[src/verilog/cpd_pkg.sv]
// Package for the charger port detection and mode control block
// ==========================================================================
// How it works
// RL1: Port detection runs before select pins at power-up
// RL2: Select pins ignored until detection done, then change
// RL3: Pin change updates droop threshold with current limit
// RL4: Host mode uses host registers, default uses resets
// RL5: Supply good: host mode if command seen, else default
// RL6: Stand-alone limit comes from the two select pins
// RL7: Watchdog expiry leaves host mode, reloads defaults
// RL8: No accessory adapter detection; such ports get 500mA (code still reports them as ACA port type)
// RL9: Automatic detection only in stand-alone mode
// RL10: Force-detect bit makes detection run on next insertion
// RL11: Detection machine has six states
// RL12: Insertion outside host mode or force bit enters contact detect
// RL13: Contact timer expiry goes to non-standard check, else primary
// RL14: Primary picks one of two secondary paths
// RL15: Non-standard pass goes to configuration, else primary
// RL16: Secondary classification advances to configuration
// RL17: Configuration sets current limit and charge timer
// RL18: Unconnected charging and standard ports draw at most 100mA
// RL19: D+ source driven during battery wake-up
// RL20: Clear bit stops the D+ source
// RL21: System connects to upstream host within one second
// RL22: Power good stays released until detection completes
// RL23: Detected type and limits held until next insertion or force
package cpd_pkg;
    // ======================================================================
    // Register map
    localparam logic [7:0] CPD_ADDR_CTRL   = 8'h04;
    localparam logic [7:0] CPD_ADDR_DPLUS  = 8'h07;
    localparam logic [7:0] CPD_ADDR_HOST   = 8'h10;
    localparam logic [7:0] CPD_ADDR_STATUS = 8'h14;
    localparam logic [7:0] CPD_ADDR_LIMIT  = 8'h18;
    localparam int         CPD_BIT_FORCE   = 4;
    localparam int         CPD_BIT_CLRDP   = 4;
    localparam int         CPD_BIT_HCMD    = 0;
    localparam int         CPD_BIT_WDEN    = 1;
    localparam int         CPD_BIT_WDKICK  = 2;
    localparam logic [2:0] CPD_HOST_RESET  = 3'h2;

    // ======================================================================
    // Current limit codes
    localparam logic [2:0] CPD_INPUT_CURRENT_LIMIT_100  = 3'h0;
    localparam logic [2:0] CPD_INPUT_CURRENT_LIMIT_500  = 3'h1;
    localparam logic [2:0] CPD_INPUT_CURRENT_LIMIT_900  = 3'h2;
    localparam logic [2:0] CPD_INPUT_CURRENT_LIMIT_1500 = 3'h3;
    localparam logic [2:0] CPD_INPUT_CURRENT_LIMIT_2000 = 3'h4;
    localparam logic [2:0] CPD_INPUT_CURRENT_LIMIT_EXT  = 3'h5;
    localparam logic [2:0] CPD_INPUT_CURRENT_LIMIT_RESET = CPD_INPUT_CURRENT_LIMIT_500;
    localparam logic [1:0] CPD_TMR_RESET  = 2'h1;
    localparam logic [1:0] CPD_DROOP_RESET = 2'h0;

    // ======================================================================
    // Timing
    localparam int CPD_CLK_HZ      = 25_000_000;
    localparam int CPD_DCD_MS      = 600;
    localparam int CPD_WDOG_MS     = 50_000;
    localparam int CPD_DCD_CYCLES  = CPD_CLK_HZ / 1000 * CPD_DCD_MS;
    localparam int CPD_WDOG_CYCLES = 32'd1_250_000_000;

    // ======================================================================
    // Types
    typedef enum logic [2:0] {
        CPD_IDLE, CPD_DCD, CPD_PRIMARY, CPD_SECONDARY, CPD_NONSTD, CPD_CONFIG
    } cpd_state_type;

    typedef enum logic [2:0] {
        CPD_PORT_NONE, CPD_PORT_SDP, CPD_PORT_CDP, CPD_PORT_DCP, CPD_PORT_NSA, CPD_PORT_ACA
    } cpd_port_type;

    typedef struct packed {
        logic [2:0] input_current_limit;
        logic [1:0] input_voltage_droop_threshold;
        logic [1:0] charge_timer;
    } cpd_limits_type;

    function automatic cpd_limits_type cpd_pins_limits(input logic [1:0] sel);
        cpd_limits_type l;
        l.charge_timer = CPD_TMR_RESET;
        unique case (sel)
            2'h0: begin l.input_current_limit = CPD_INPUT_CURRENT_LIMIT_100;  l.input_voltage_droop_threshold = 2'h0; end
            2'h1: begin l.input_current_limit = CPD_INPUT_CURRENT_LIMIT_500;  l.input_voltage_droop_threshold = 2'h1; end
            2'h2: begin l.input_current_limit = CPD_INPUT_CURRENT_LIMIT_EXT;  l.input_voltage_droop_threshold = 2'h2; end
            2'h3: begin l.input_current_limit = CPD_INPUT_CURRENT_LIMIT_EXT;  l.input_voltage_droop_threshold = 2'h3; end
        endcase
        return l;
    endfunction
endpackage

[src/verilog/cpd_ctrl.sv]
// Charger port detection and host/default mode control
`timescale 1ns/100ps
module cpd_ctrl
    import cpd_pkg::*;
#(
    parameter int DCD_CYCLES  = CPD_DCD_CYCLES,
    parameter int WDOG_CYCLES = CPD_WDOG_CYCLES
) (
    input  wire logic        clk_sys,
    input  wire logic        reset_n,
    // Wishbone classic slave
    input  wire logic        wb_cyc_i,
    input  wire logic        wb_stb_i,
    input  wire logic        wb_we_i,
    input  wire logic [7:0]  wb_adr_i,
    input  wire logic [31:0] wb_dat_i,
    input  wire logic [3:0]  wb_sel_i,
    output logic      [31:0] wb_dat_o,
    output logic             wb_ack_o,
    // Pins and analog comparators
    input  wire logic        input_current_limit_select_a,
    input  wire logic        input_current_limit_select_b,
    input  wire logic        supply_good,
    input  wire logic        battery_good,
    input  wire logic        data_contact,
    input  wire logic        primary_hit,
    input  wire logic        secondary_hit,
    input  wire logic        nonstd_pass,
    input  wire logic        aca_seen,
    // Results
    output logic [2:0]       input_current_limit,
    output logic [1:0]       input_voltage_droop_threshold,
    output logic [1:0]       charge_timer,
    output logic [2:0]       port_type,
    output logic             host_mode,
    output logic             dplus_source_en,
    output logic             power_good_n_o,
    output logic             power_good_n_oe
);
    // ======================================================================
    // Synchronisers
    logic [8:0] meta_q, sync_q;
    always_ff @(posedge clk_sys) begin
        if (!reset_n) begin
            meta_q <= '0;
            sync_q <= '0;
        end else begin
            meta_q <= {input_current_limit_select_a, input_current_limit_select_b, supply_good, battery_good, data_contact,
                       primary_hit, secondary_hit, nonstd_pass, aca_seen};
            sync_q <= meta_q;
        end
    end
    logic [1:0] sel_s;
    logic       vbus_s, batt_s, contact_s, prim_s, sec_s, nsa_s, aca_s;
    assign {sel_s, vbus_s, batt_s, contact_s, prim_s, sec_s, nsa_s, aca_s} = sync_q;

    // ======================================================================
    // Bus slave, one wait state, ack drops after one cycle
    logic        wr_en, rd_en;
    logic        force_q, clr_dp_q, hcmd_q, wden_q;
    logic [2:0]  host_input_current_limit_q;
    logic        kick;
    assign wr_en = wb_cyc_i && wb_stb_i && wb_we_i && !wb_ack_o && wb_sel_i[0];
    assign rd_en = wb_cyc_i && wb_stb_i && !wb_ack_o;
    assign kick  = wr_en && wb_adr_i == CPD_ADDR_HOST && wb_dat_i[CPD_BIT_WDKICK];

    cpd_state_type state_q;
    logic          detect_done_q, start_detect;

    always_ff @(posedge clk_sys) begin
        if (!reset_n) begin
            wb_ack_o <= 1'b0;
            wb_dat_o <= '0;
        end else begin
            wb_ack_o <= rd_en;
            if (rd_en) begin
                unique case (wb_adr_i)
                    CPD_ADDR_CTRL:   wb_dat_o <= {27'h0, force_q, 4'h0};
                    CPD_ADDR_DPLUS:  wb_dat_o <= {27'h0, clr_dp_q, 4'h0};
                    CPD_ADDR_HOST:   wb_dat_o <= {26'h0, host_input_current_limit_q, 1'b0, wden_q, hcmd_q};
                    CPD_ADDR_STATUS: wb_dat_o <= {24'h0, dplus_source_en, host_mode, detect_done_q,
                                                  port_type, 2'h0};
                    CPD_ADDR_LIMIT:  wb_dat_o <= {25'h0, charge_timer, input_voltage_droop_threshold,
                                                  input_current_limit};
                    default:         wb_dat_o <= '0;
                endcase
            end
        end
    end

    // ======================================================================
    // Host registers
    logic wdog_exp;
    always_ff @(posedge clk_sys) begin
        if (!reset_n) begin
            hcmd_q      <= 1'b0;
            wden_q      <= 1'b1;
            host_input_current_limit_q <= CPD_HOST_RESET;
        end else if (wdog_exp) begin
            hcmd_q      <= 1'b0;           // [RL7]
            host_input_current_limit_q <= CPD_HOST_RESET; // [RL7]
        end else if (wr_en && wb_adr_i == CPD_ADDR_HOST) begin
            hcmd_q      <= 1'b1;           // Any host write counts as a command [RL5]
            wden_q      <= wb_dat_i[CPD_BIT_WDEN];
            host_input_current_limit_q <= wb_dat_i[5:3];
        end else if (wr_en) begin
            hcmd_q      <= 1'b1;           // [RL5]
        end
    end

    // Force bit: set by host, cleared when detection starts; set wins [RL10]
    always_ff @(posedge clk_sys) begin
        if (!reset_n) begin
            force_q <= 1'b0;
        end else if (wr_en && wb_adr_i == CPD_ADDR_CTRL && wb_dat_i[CPD_BIT_FORCE]) begin
            force_q <= 1'b1;               // [RL10]
        end else if (start_detect) begin
            force_q <= 1'b0;
        end
    end

    // D+ source clear bit; cleared again on a new insertion
    logic vbus_q, insert;
    assign insert = vbus_s && !vbus_q;
    always_ff @(posedge clk_sys) begin
        if (!reset_n) begin
            clr_dp_q <= 1'b0;
        end else if (wr_en && wb_adr_i == CPD_ADDR_DPLUS && wb_dat_i[CPD_BIT_CLRDP] && batt_s) begin
            clr_dp_q <= 1'b1;              // Only honoured once battery is good [RL20]
        end else if (insert) begin
            clr_dp_q <= 1'b0;
        end
    end

    // ======================================================================
    // Watchdog
    logic [31:0] wd_cnt_q;
    // A write in the expiry cycle keeps host mode alive; the command wins
    assign wdog_exp = wden_q && hcmd_q && !wr_en && wd_cnt_q == 32'(WDOG_CYCLES - 1);
    always_ff @(posedge clk_sys) begin
        if (!reset_n || !hcmd_q || kick || wr_en) begin
            wd_cnt_q <= '0;
        end else if (wden_q) begin
            wd_cnt_q <= wd_cnt_q + 32'h1;
        end
    end

    // Mode follows supply or battery good and command seen [RL4] [RL5]
    always_ff @(posedge clk_sys) begin
        if (!reset_n) begin
            host_mode <= 1'b0;
        end else begin
            host_mode <= (vbus_s || batt_s) && hcmd_q && !wdog_exp; // [RL5] [RL7]
        end
    end

    // ======================================================================
    // Detection machine
    always_ff @(posedge clk_sys) begin
        if (!reset_n) begin
            vbus_q <= 1'b0;
        end else begin
            vbus_q <= vbus_s;
        end
    end
    // Automatic only outside host mode; force bit works in both modes [RL9] [RL12]
    assign start_detect = state_q == CPD_IDLE && ((insert && !host_mode) || (force_q && insert));

    logic [31:0]  dcd_cnt_q;
    logic         to_dcp_path_q;
    cpd_port_type port_q;
    always_ff @(posedge clk_sys) begin
        if (!reset_n || state_q != CPD_DCD) begin
            dcd_cnt_q <= '0;
        end else begin
            dcd_cnt_q <= dcd_cnt_q + 32'h1;
        end
    end

    always_ff @(posedge clk_sys) begin
        if (!reset_n) begin
            state_q       <= CPD_IDLE;
            to_dcp_path_q <= 1'b0;
            port_q        <= CPD_PORT_NONE;
        end else if (!vbus_s) begin
            state_q <= CPD_IDLE;
        end else begin
            unique case (state_q) // [RL11]
                CPD_IDLE: if (start_detect) begin
                    state_q <= CPD_DCD; // [RL1] [RL12]
                end
                CPD_DCD: if (dcd_cnt_q == 32'(DCD_CYCLES - 1)) begin
                    state_q <= CPD_NONSTD;  // [RL13]
                end else if (contact_s) begin
                    state_q <= CPD_PRIMARY; // [RL13]
                end
                CPD_PRIMARY: begin
                    to_dcp_path_q <= prim_s; // [RL14]
                    state_q       <= CPD_SECONDARY;
                end
                CPD_SECONDARY: begin
                    // Accessory adapters are reported as ACA ahead of other types; they fall to 500mA [RL8]
                    if (aca_s) port_q <= CPD_PORT_ACA;
                    else if (to_dcp_path_q) port_q <= sec_s ? CPD_PORT_DCP : CPD_PORT_CDP;
                    else port_q <= sec_s ? CPD_PORT_NSA : CPD_PORT_SDP;
                    state_q <= CPD_CONFIG; // [RL16]
                end
                CPD_NONSTD: if (nsa_s) begin
                    port_q  <= CPD_PORT_NSA;
                    state_q <= CPD_CONFIG;  // [RL15]
                end else begin
                    state_q <= CPD_PRIMARY; // [RL15]
                end
                CPD_CONFIG: state_q <= CPD_IDLE;
            endcase
        end
    end

    always_ff @(posedge clk_sys) begin
        if (!reset_n || start_detect) begin
            detect_done_q <= 1'b0;
        end else if (state_q == CPD_CONFIG) begin
            detect_done_q <= 1'b1;
        end
    end

    // ======================================================================
    // Limit selection
    logic [1:0] sel_q;
    logic       pins_armed_q;
    always_ff @(posedge clk_sys) begin
        if (!reset_n) begin
            sel_q <= '0;
        end else begin
            sel_q <= sel_s;
        end
    end
    // Pins arm only on a change after detection finished [RL2]
    always_ff @(posedge clk_sys) begin
        if (!reset_n || start_detect) begin
            pins_armed_q <= 1'b0;
        end else if (detect_done_q && sel_s != sel_q) begin
            pins_armed_q <= 1'b1; // [RL2]
        end
    end

    cpd_limits_type lim_q;
    always_ff @(posedge clk_sys) begin
        if (!reset_n) begin
            lim_q <= '{CPD_INPUT_CURRENT_LIMIT_RESET, CPD_DROOP_RESET, CPD_TMR_RESET};
        end else if (wdog_exp) begin
            lim_q <= '{CPD_INPUT_CURRENT_LIMIT_RESET, CPD_DROOP_RESET, CPD_TMR_RESET}; // [RL7]
        end else if (state_q == CPD_CONFIG) begin
            // Unconnected SDP/CDP get 100mA; releasing D+ does not raise it [RL17] [RL18]
            unique case (port_q)
                CPD_PORT_DCP: lim_q <= '{CPD_INPUT_CURRENT_LIMIT_1500, CPD_DROOP_RESET, 2'h2};
                CPD_PORT_CDP: lim_q <= '{CPD_INPUT_CURRENT_LIMIT_100, CPD_DROOP_RESET, 2'h2};
                CPD_PORT_SDP: lim_q <= '{CPD_INPUT_CURRENT_LIMIT_100, CPD_DROOP_RESET, 2'h3};
                CPD_PORT_NSA: lim_q <= '{CPD_INPUT_CURRENT_LIMIT_500, CPD_DROOP_RESET, 2'h1};
                default:      lim_q <= '{CPD_INPUT_CURRENT_LIMIT_500, CPD_DROOP_RESET, 2'h1}; // [RL8]
            endcase
        end else if (pins_armed_q && !host_mode) begin
            lim_q <= cpd_pins_limits(sel_s); // [RL3] [RL6]
        end
        // Otherwise held [RL23]
    end

    // ======================================================================
    // Outputs
    always_ff @(posedge clk_sys) begin
        if (!reset_n) begin
            input_current_limit           <= CPD_INPUT_CURRENT_LIMIT_RESET;
            input_voltage_droop_threshold <= CPD_DROOP_RESET;
            charge_timer                  <= CPD_TMR_RESET;
            port_type                     <= '0;
            dplus_source_en               <= 1'b0;
            power_good_n_o                <= 1'b0;
            power_good_n_oe               <= 1'b0;
        end else begin
            input_current_limit           <= host_mode ? host_input_current_limit_q : lim_q.input_current_limit; // [RL4]
            input_voltage_droop_threshold <= lim_q.input_voltage_droop_threshold;
            charge_timer                  <= lim_q.charge_timer;
            port_type                     <= port_q;
            // Drive D+ during wake-up until host clears it [RL19] [RL20]
            dplus_source_en <= vbus_s && detect_done_q && !clr_dp_q &&
                               (port_q == CPD_PORT_SDP || port_q == CPD_PORT_CDP);
            power_good_n_o  <= 1'b0;
            power_good_n_oe <= detect_done_q && vbus_s; // [RL22]
        end
    end
endmodule

[config.mk]
export PLATFORM = sky130hd
export DESIGN_NAME = cpd_ctrl
export DESIGN_NICKNAME = d
export VERILOG_FILES = /design/src/verilog/cpd_pkg.sv /design/src/verilog/cpd_ctrl.sv
export SDC_FILE = /design/constraint.sdc
export NUM_CORES = 1
export LEC_CHECK = 0
export BUFFER_PORTS_ARGS = -buffer_cell sky130_fd_sc_hd__clkbuf_2
export CAP_MARGIN = 5
export CORE_UTILIZATION = 46
export DETAILED_ROUTE_END_ITERATION = 16
export HOLD_SLACK_MARGIN = 0.06
export PLACE_DENSITY_LB_ADDON = 0.05
export SKIP_LAST_GASP = 1
export SYNTH_ARGS = -nofsm -noshare
export SYNTH_HDL_FRONTEND = slang
export SYNTH_SLANG_ARGS = --single-unit
[constraint.sdc]
create_clock -name clk_sys -period 2.5 [get_ports clk_sys]
set_clock_uncertainty 0.1 [all_clocks]
set_input_delay 0.5 -clock clk_sys [delete_from_list [all_inputs] [get_ports clk_sys]]
set_output_delay 0.5 -clock clk_sys [all_outputs]
set_load 0.005 [all_outputs]
== Word level (Yosys, flattened, before mapping) ==
Index checks and enable logic that the tools add are counted.

* Multiplexer cells: 23
* Equal/unequal tests: 23
* Bitwise logic cells: 2
* Reduce and logical (&&, ||, !) cells: 55
* Add/subtract/negate cells: 2

{| class="wikitable"
|+ Operators with widths
! kind !! count
|-
| adder 32 x 1 -> 32 bit (second input constant) || 2
|-
| one-hot mux 8 bit (5 select lines) || 1
|-
| == test 32 x 24 -> 1 bit (second input constant) || 1
|-
| == test 32 x 31 -> 1 bit (second input constant) || 1
|-
| 2-to-1 mux 3 bit || 9
|-
| logical AND 1 bit || 26
|-
| == test 8 x 5 -> 1 bit (second input constant) || 3
|-
| one-hot mux 5 bit (4 select lines) || 1
|-
| one-hot mux 3 bit (6 select lines) || 1
|-
| one-hot mux 6 bit (3 select lines) || 1
|-
| == test 8 x 3 -> 1 bit (second input constant) || 2
|-
| 2-to-1 mux 7 bit || 2
|-
| == test 3 x 2 -> 1 bit (second input constant) || 4
|-
| nonzero test 2 bit || 5
|-
| zero test 1 bit || 8
|-
| logical OR 1 bit || 8
|-
| AND reduction 2 bit || 4
|-
| 2-to-1 mux 1 bit || 7
|-
| == test 3 x 1 -> 1 bit (second input constant) || 2
|-
| == test 3 bit (second input constant) || 2
|-
| one-hot mux 3 bit (2 select lines) || 1
|-
| == test 2 bit (second input constant) || 2
|-
| != test 2 bit (second input constant) || 2
|-
| zero test 3 bit || 1
|-
| 8 further kinds || 9
|}

* Register bits: 154
* Logic and storage cells: 133
* Input bits: 58

== Logic depth before layout (Yosys ltp) ==
Gate-level depths: netlist (run 1).

* Depth after elaboration: 9
* Depth in mapped cells: 7
* Gate-level depth less buffers: 6

== Least setup slack after synthesis (run 1) ==
OpenSTA, ideal clock, no wires.

* Kind: reg2reg
* Start: reg dcd_cnt_q[0]
* End: reg dcd_cnt_q[26]
* Slack: 0.476 ns
* Cell stages (with the launch flop): 6
* Library setup time: 0.070 ns
* Data arrival time: 1.854 ns
* Cells stage by stage: dfxtp_1 -> ha_1 -> nand3_1 -> nor4_1 -> or4b_2 -> a21oi_1

* Cells in the longest elaborated chain, start to end: 1

{| class="wikitable"
|+ RTL lines
! element !! line !! RTL
|-
| from (decl) || cpd_ctrl.sv:169 || <nowiki>logic [31:0] dcd_cnt_q;</nowiki>
|-
| from (signal assigned) || cpd_ctrl.sv:176 || <nowiki>dcd_cnt_q <= dcd_cnt_q + 32'h1;</nowiki>
|-
| adder 32 x 1 -> 32 bit || cpd_ctrl.sv:176 ||
|}

No other way between the ends.
A chain may end at the register's enable or synchronous reset.

== Worst setup path after layout (run 1) ==
Same ends and word-level chain as after synthesis.

==> results.cfg, run 1 <==
[floorplanning]
io_pins = 105
die_area_sq_mm = 0.0132
initial_core_util = 0.480
core_area_sq_mm = 0.0122
die_h_um = 115
die_x_um = 115
placementRows = 40

[critical_path]
cp-end-kind = flip-flop
critPathLaunchType = flip-flop
path_class = reg -> reg
crit_path_max_fanout = 5
cp_cell_sequence = ha_1 > nand3_1 > nor4_1 > or4b_2 > a21oi_1
cp_slowest_stage_delay_ns = 0.61
r2r_slack_ns = 0.35
cp_slowest_cell = or4b_2
cp_data_required_time_ns = 2.75
worstRegToRegCells = 5
path_buf_inv = 0
cp-startpoint = dcd_cnt_q[0]
path_delay_family = simple AND/OR/NAND/NOR gates
path_depth = 5
arrival_ns = 2.39
r2r_start = dcd_cnt_q[0]

[detailed_routing]
drtIter0Drc = 314
wl_um = 12900
dr.pass1.iters = 4
ant_nets = 0
drc = 0
wl_per_cell_um = 14.4
viasPerCell = 5.48
vias = 4886

[power_and_ir_drop]
switching_share = 0.215
ir_worst_vdd_mv = 0.482
pwr-share-seq = 0.457
powerDensity_mw_per_mm2 = 671
clockPowerShare = 0.519
finalPower_uw = 4560
switching_power_uw = 978
power_leakage_uw = 0.00239
comb_power_share = 0.024
internal_power_uw = 3580

[synthesis]
synth_xor_area_frac = 0.0359
postSynthCellCount = 658
ys_seq_area_frac = 0.441
synth_fa_ha_area_frac = 0.00641
synth-main-ff-cell = dfxtp_1
synth-simple-area-share = 0.285
synth_edf_count = 0
yosys_warnings = 0
syn_area_sq_mm = 0.00586
ys_ff_latch = 129
syn_avg_cell_area_sq_um = 8.90
synthMuxAreaShare = 0.0243
yosysUniqueCellTypes = 55
synth-compound-area-share = 0.143
synthArstFlopShare = 0
synth_top_family_by_area = simple AND/OR/NAND/NOR gates

[flow_run]
cap_viol_max_count = 0

[grt]
grt_use_total = 0.209
grt_max_degree = 35
grt_pass1_vias = 4486
antenna_found_initial = 0
grt_pass1_wl_um = 21500
grt_overflow = 0

[clock_tree]
clkLatencyLatePin_ns = 0.41
post-cts-setup-buffers = 0
cts-root-buf = clkbuf_16
htreeDepth = 4
cts_tree = yes
cts.clk_slew.worst_paths_ns = 0.06
ctsResizeCount = 0
cts_buffers = 17
clockBufferDepth = 2
numClockSinks = 129
cts_hold_buf = 0

[hold_path]
whs_path_depth = 2
min_from = input_current_limit_select_b
hold_path_class = in -> reg

[place]
dp_hpwl_um = 8820
gp_congestion = 0.839
portBuffers = 48

[sta]
period_share = 0.858
fmax_mhz = 466
hold-worst-slack_ns = 0.186
hold_violations = 0
slew_headroom = 0.523
setup_viol = 0
fin_setup_tns_ns = 0
min_period_ns = 2.15
rsz0062_at_grt = no
maxSlewViolCount = 0
worst_slew_pin_slew_ns = 0.711

[cells_and_area]
fill_cells = 1139
postLayoutCoreUtil = 0.556
diodes = 0
final_nets = 771
drive_gt1_frac = 0.152
syn_to_final_growth_pct = 16.0

[status]
run_status = finished clean
## per-stage QoR
step,std cells,setup slack [ns],area [sq um]
floorplan,682,0.476,5950
global placement,857,0.302,6210
detailed placement,857,0.253,6210
CTS,889,0.247,6780
global route,891,0.153,6790
finish,891,0.355,6790
## cell type report
cell class	count	area, sq um	area share
Multi-Input combinational cell	480	2990	0.440
Clock buffer	18	429	0.0632
Clock inverter	14	143	0.0210
Sequential cell	129	2580	0.380
Timing Repair Buffer	67	383	0.0564
Tap cell	168	210	0.0309
Inverter	15	56.3	0.00829
## final timing paths
kind | endpoint
hold reg to reg | sync_q[3]
hold / removal | meta_q[7]
setup / recovery | dcd_cnt_q[26]
setup reg to reg | dcd_cnt_q[26]
## metal layers
layer,vias to the layer above,GRT usage,part of all wire
li1,2485,-,-
met1,2306,0.275,0.49
met5,-,0,0
met2,82,0.329,0.47
met4,0,0.0788,0.0098
met3,13,0.0527,0.030
## cell families after synthesis
logic type      Yosys count
buf+inv                  73
fa+ha+maj                 3
flops                   129
xor+xnor                 24
mux                      14
other cells               1
simple gates            288
compound gates          126
## registers in the layout, indices dropped and copies added, names as in the netlist, 2 cells and up
register,count
charge_timer,2
dcd_cnt_q,32
host_input_current_limit_q,3
input_current_limit,3
input_voltage_droop_threshold,2
lim_q,6
meta_q,9
port_q,3
port_type,3
sel_q,2
state_q,3
sync_q,9
wb_dat_o,8
wd_cnt_q,32
## power by group through the flow
stage / Sequential (uW) / Combinational (uW) / Clock (uW)
detailed placement: 2130 / 108 / 0
finish: 2080 / 109 / 2360
global placement: 2130 / 107 / 0
floorplan: 2120 / 94.5 / 0
CTS: 2080 / 109 / 2420
global route: 2080 / 123 / 2520
## cell usage in the layout (no fill, tap or decap), types with 15 or more instances in the layout
cell type | Yosys | final
clkbuf_2 | 0 | 48
nor2_1 | 43 | 43
clkbuf_16 | 0 | 17
buf_4 | 25 | 19
or4_1 | 24 | 24
nand3_1 | 31 | 31
o31ai_1 | 31 | 31
conb_1 | 1 | 25
nand2_1 | 42 | 42
dfxtp_1 | 129 | 129
and2_1 | 33 | 33
a21oi_1 | 44 | 44
nand4_1 | 18 | 18
inv_1 | 15 | 15
## cells in the mapped netlist, drive strengths merged, types with 7 or more instances
master	count	share of area
o41ai	8	0.013
a21oi	44	0.038
a21boi	7	0.0090
and2	33	0.035
clkbuf	30	0.019
nand3	31	0.026
nor2	43	0.028
o21ai	10	0.0085
xor2	10	0.015
o31ai	31	0.040
nand4	19	0.021
nor2b	8	0.0085
or4	25	0.033
dfxtp	129	0.44
nor4	13	0.014
nor3	14	0.012
mux2i	12	0.021
and3	10	0.011
nand2	42	0.027
inv	15	0.0096
nand2b	7	0.0075
xnor2	14	0.021
buf	28	0.035
and4	11	0.016
(Power assumes the default switching activity.)
==> run 2: changes to the inputs <==
--- a/config.mk
+++ b/config.mk
@@ -9,7 +9,7 @@
 export CAP_MARGIN = 5
 export CORE_UTILIZATION = 46
 export DETAILED_ROUTE_END_ITERATION = 16
-export HOLD_SLACK_MARGIN = 0.06
+export HOLD_SLACK_MARGIN = 0.02
 export PLACE_DENSITY_LB_ADDON = 0.05
 export SKIP_LAST_GASP = 1
 export SYNTH_ARGS = -nofsm -noshare
==> constraint.sdc (replaced) <==
create_clock -name clk_sys -period 2.65 [get_ports clk_sys]
set_clock_uncertainty 0.1 [all_clocks]
set_input_delay 0.53 -clock clk_sys [delete_from_list [all_inputs] [get_ports clk_sys]]
set_output_delay 0.53 -clock clk_sys [all_outputs]
set_load 0.005 [all_outputs]
==> results.cfg, run 2 (synthesis results as in run 1) <==
[sta]
hold_violations = 0
fmax_mhz = 453
slew_headroom = 0.530
period_share = 0.833
maxSlewViolCount = 0
setup_viol = 0
rsz0062_at_grt = no
fin_setup_tns_ns = 0
min_period_ns = 2.21
worst_slew_pin_slew_ns = 0.701
setup_ws_ns = 0.442

[floorplanning]
placementRows = 40
core_area_sq_mm = 0.0122
initial_core_util = 0.480
die_h_um = 115
die_x_um = 115
die_area_sq_mm = 0.0132
io_pins = 105

[clock_tree]
cts_hold_buf = 0
clockBufferDepth = 2
cts_buffers = 17
cts_tree = yes
ctsResizeCount = 0
clkLatencyLatePin_ns = 0.41
numClockSinks = 129
cts-root-buf = clkbuf_16
cts.clk_slew.worst_paths_ns = 0.06
htreeDepth = 4
post-cts-setup-buffers = 0

[place]
dp_hpwl_um = 8840
placed_cell_area_sq_mm = 0.00618
post-place-ws_ns = 0.463
portBuffers = 48
gp_congestion = 0.805

[status]
run_status = finished clean

[hold_path]
hold_end = meta_q[6]
min_from = supply_good
hold_path_class = in -> reg
whs_path_depth = 2

[cells_and_area]
final_nets = 765
diodes = 0
reg_top3 = dcd_cnt_q (32), wd_cnt_q (32)
final_cell_mix = dfxtp_1 (129), clkbuf_2 (48), a21oi_1 (44), nor2_1 (43), nand2_1 (42)
drive_gt1_frac = 0.146
final_common_cell = dfxtp_1
syn_to_final_growth_pct = 15.0
finish.instance_area_sq_mm = 0.00673
fill_cells = 1131

[power_and_ir_drop]
pwr-share-seq = 0.463
switching_share = 0.235
clockPowerShare = 0.513
ir_worst_vdd_mv = 0.578
internal_power_uw = 3250
power_leakage_uw = 0.00235
switching_power_uw = 996
comb_power_share = 0.024
powerDensity_mw_per_mm2 = 630

[detailed_routing]
viasPerCell = 5.55
wl_um = 12800
vias = 4910
dr.pass1.iters = 5
wl_per_cell_um = 14.4
drtIter0Drc = 319
ant_nets = 0
drc = 0

[critical_path]
cp_data_required_time_ns = 2.90
r2r_slack_ns = 0.44
cp-end-kind = flip-flop
worstRegToRegCells = 4
r2r-end = dcd_cnt_q[29]
critPathLaunchType = flip-flop
cp_slowest_cell = or4b_2
r2r_start = dcd_cnt_q[19]
cp_cell_sequence = nand4_1 > nor4_1 > or4b_2 > a21oi_1
path_class = reg -> reg
crit_path_max_fanout = 6
cp_slowest_stage_delay_ns = 0.64
arrival_ns = 2.45

[grt]
grt_max_degree = 35
grt_pass1_wl_um = 21300
grt_use_total = 0.205
antenna_found_initial = 0
grt_pass1_vias = 4439
grt_overflow = 0

[flow_run]
cap_viol_max_count = 0
run 2: changes by cell type in the layout (fill, tap and decap cells not counted), moves of 2 or more:
cell,delta
buf_4,-6
clkinv_4,-2
bufinv_16,-2
clkinv_2,-5
inv_6,+9
run 2: layer usage:
metal | track usage | share of wire
met1 | 0.270 | 0.49
met2 | 0.326 | 0.46
met3 | 0.0554 | 0.041
met4 | 0.0649 | 0.010
met5 | 0 | 0
run 2: final cells by class:
cell class / count / area [sq um] / area share
multi-input combinational: 480 / 2990 / 0.444
sequential: 129 / 2580 / 0.384
clock buffer: 18 / 439 / 0.0652
timing repair buffer: 61 / 338 / 0.0502
tap: 168 / 210 / 0.0312
clock inverter: 14 / 119 / 0.0177
inverter: 15 / 56.3 / 0.00836
run 2: power by group through the flow:
stage	clock network, uW	registers [uW]	logic (uW)
floorplan	0	2000	89.1
global placement	0	2010	101
detailed placement	0	2010	102
CTS	2230	1960	102
global route	2330	1970	116
finish	2180	1960	102
run 2: worst max-delay path by stage:
stage | start | to | slack, ns | depth (start not counted)
floorplan | reset_n | dcd_cnt_q[18] | 0.62 | 4
global placement | dcd_cnt_q[18] | dcd_cnt_q[27] | 0.48 | 4
detailed placement | dcd_cnt_q[18] | dcd_cnt_q[29] | 0.46 | 4
CTS | dcd_cnt_q[19] | dcd_cnt_q[29] | 0.45 | 4
global route | dcd_cnt_q[0] | dcd_cnt_q[26] | 0.20 | 6
finish | dcd_cnt_q[19] | dcd_cnt_q[29] | 0.44 | 4
run 2: critical path: cells and delay by family (launching register included):
kind            cells  cell delay, ns
compound gates      1            0.15
flops               1            0.42
simple gates        3            1.46
run 2: through the flow:
stage | hold slack, ns | instances | utilization | total power, uW
5_1_grt | 0.198 | 885 | 0.551 | 4410
6_report | 0.217 | 885 | 0.551 | 4240
4_1_cts | 0.200 | 885 | 0.551 | 4290
2_1_floorplan | 0.301 | 682 | - | 2090
3_3_place_gp | 0.314 | 853 | 0.506 | 2110
3_5_place_dp | 0.321 | 853 | 0.506 | 2110
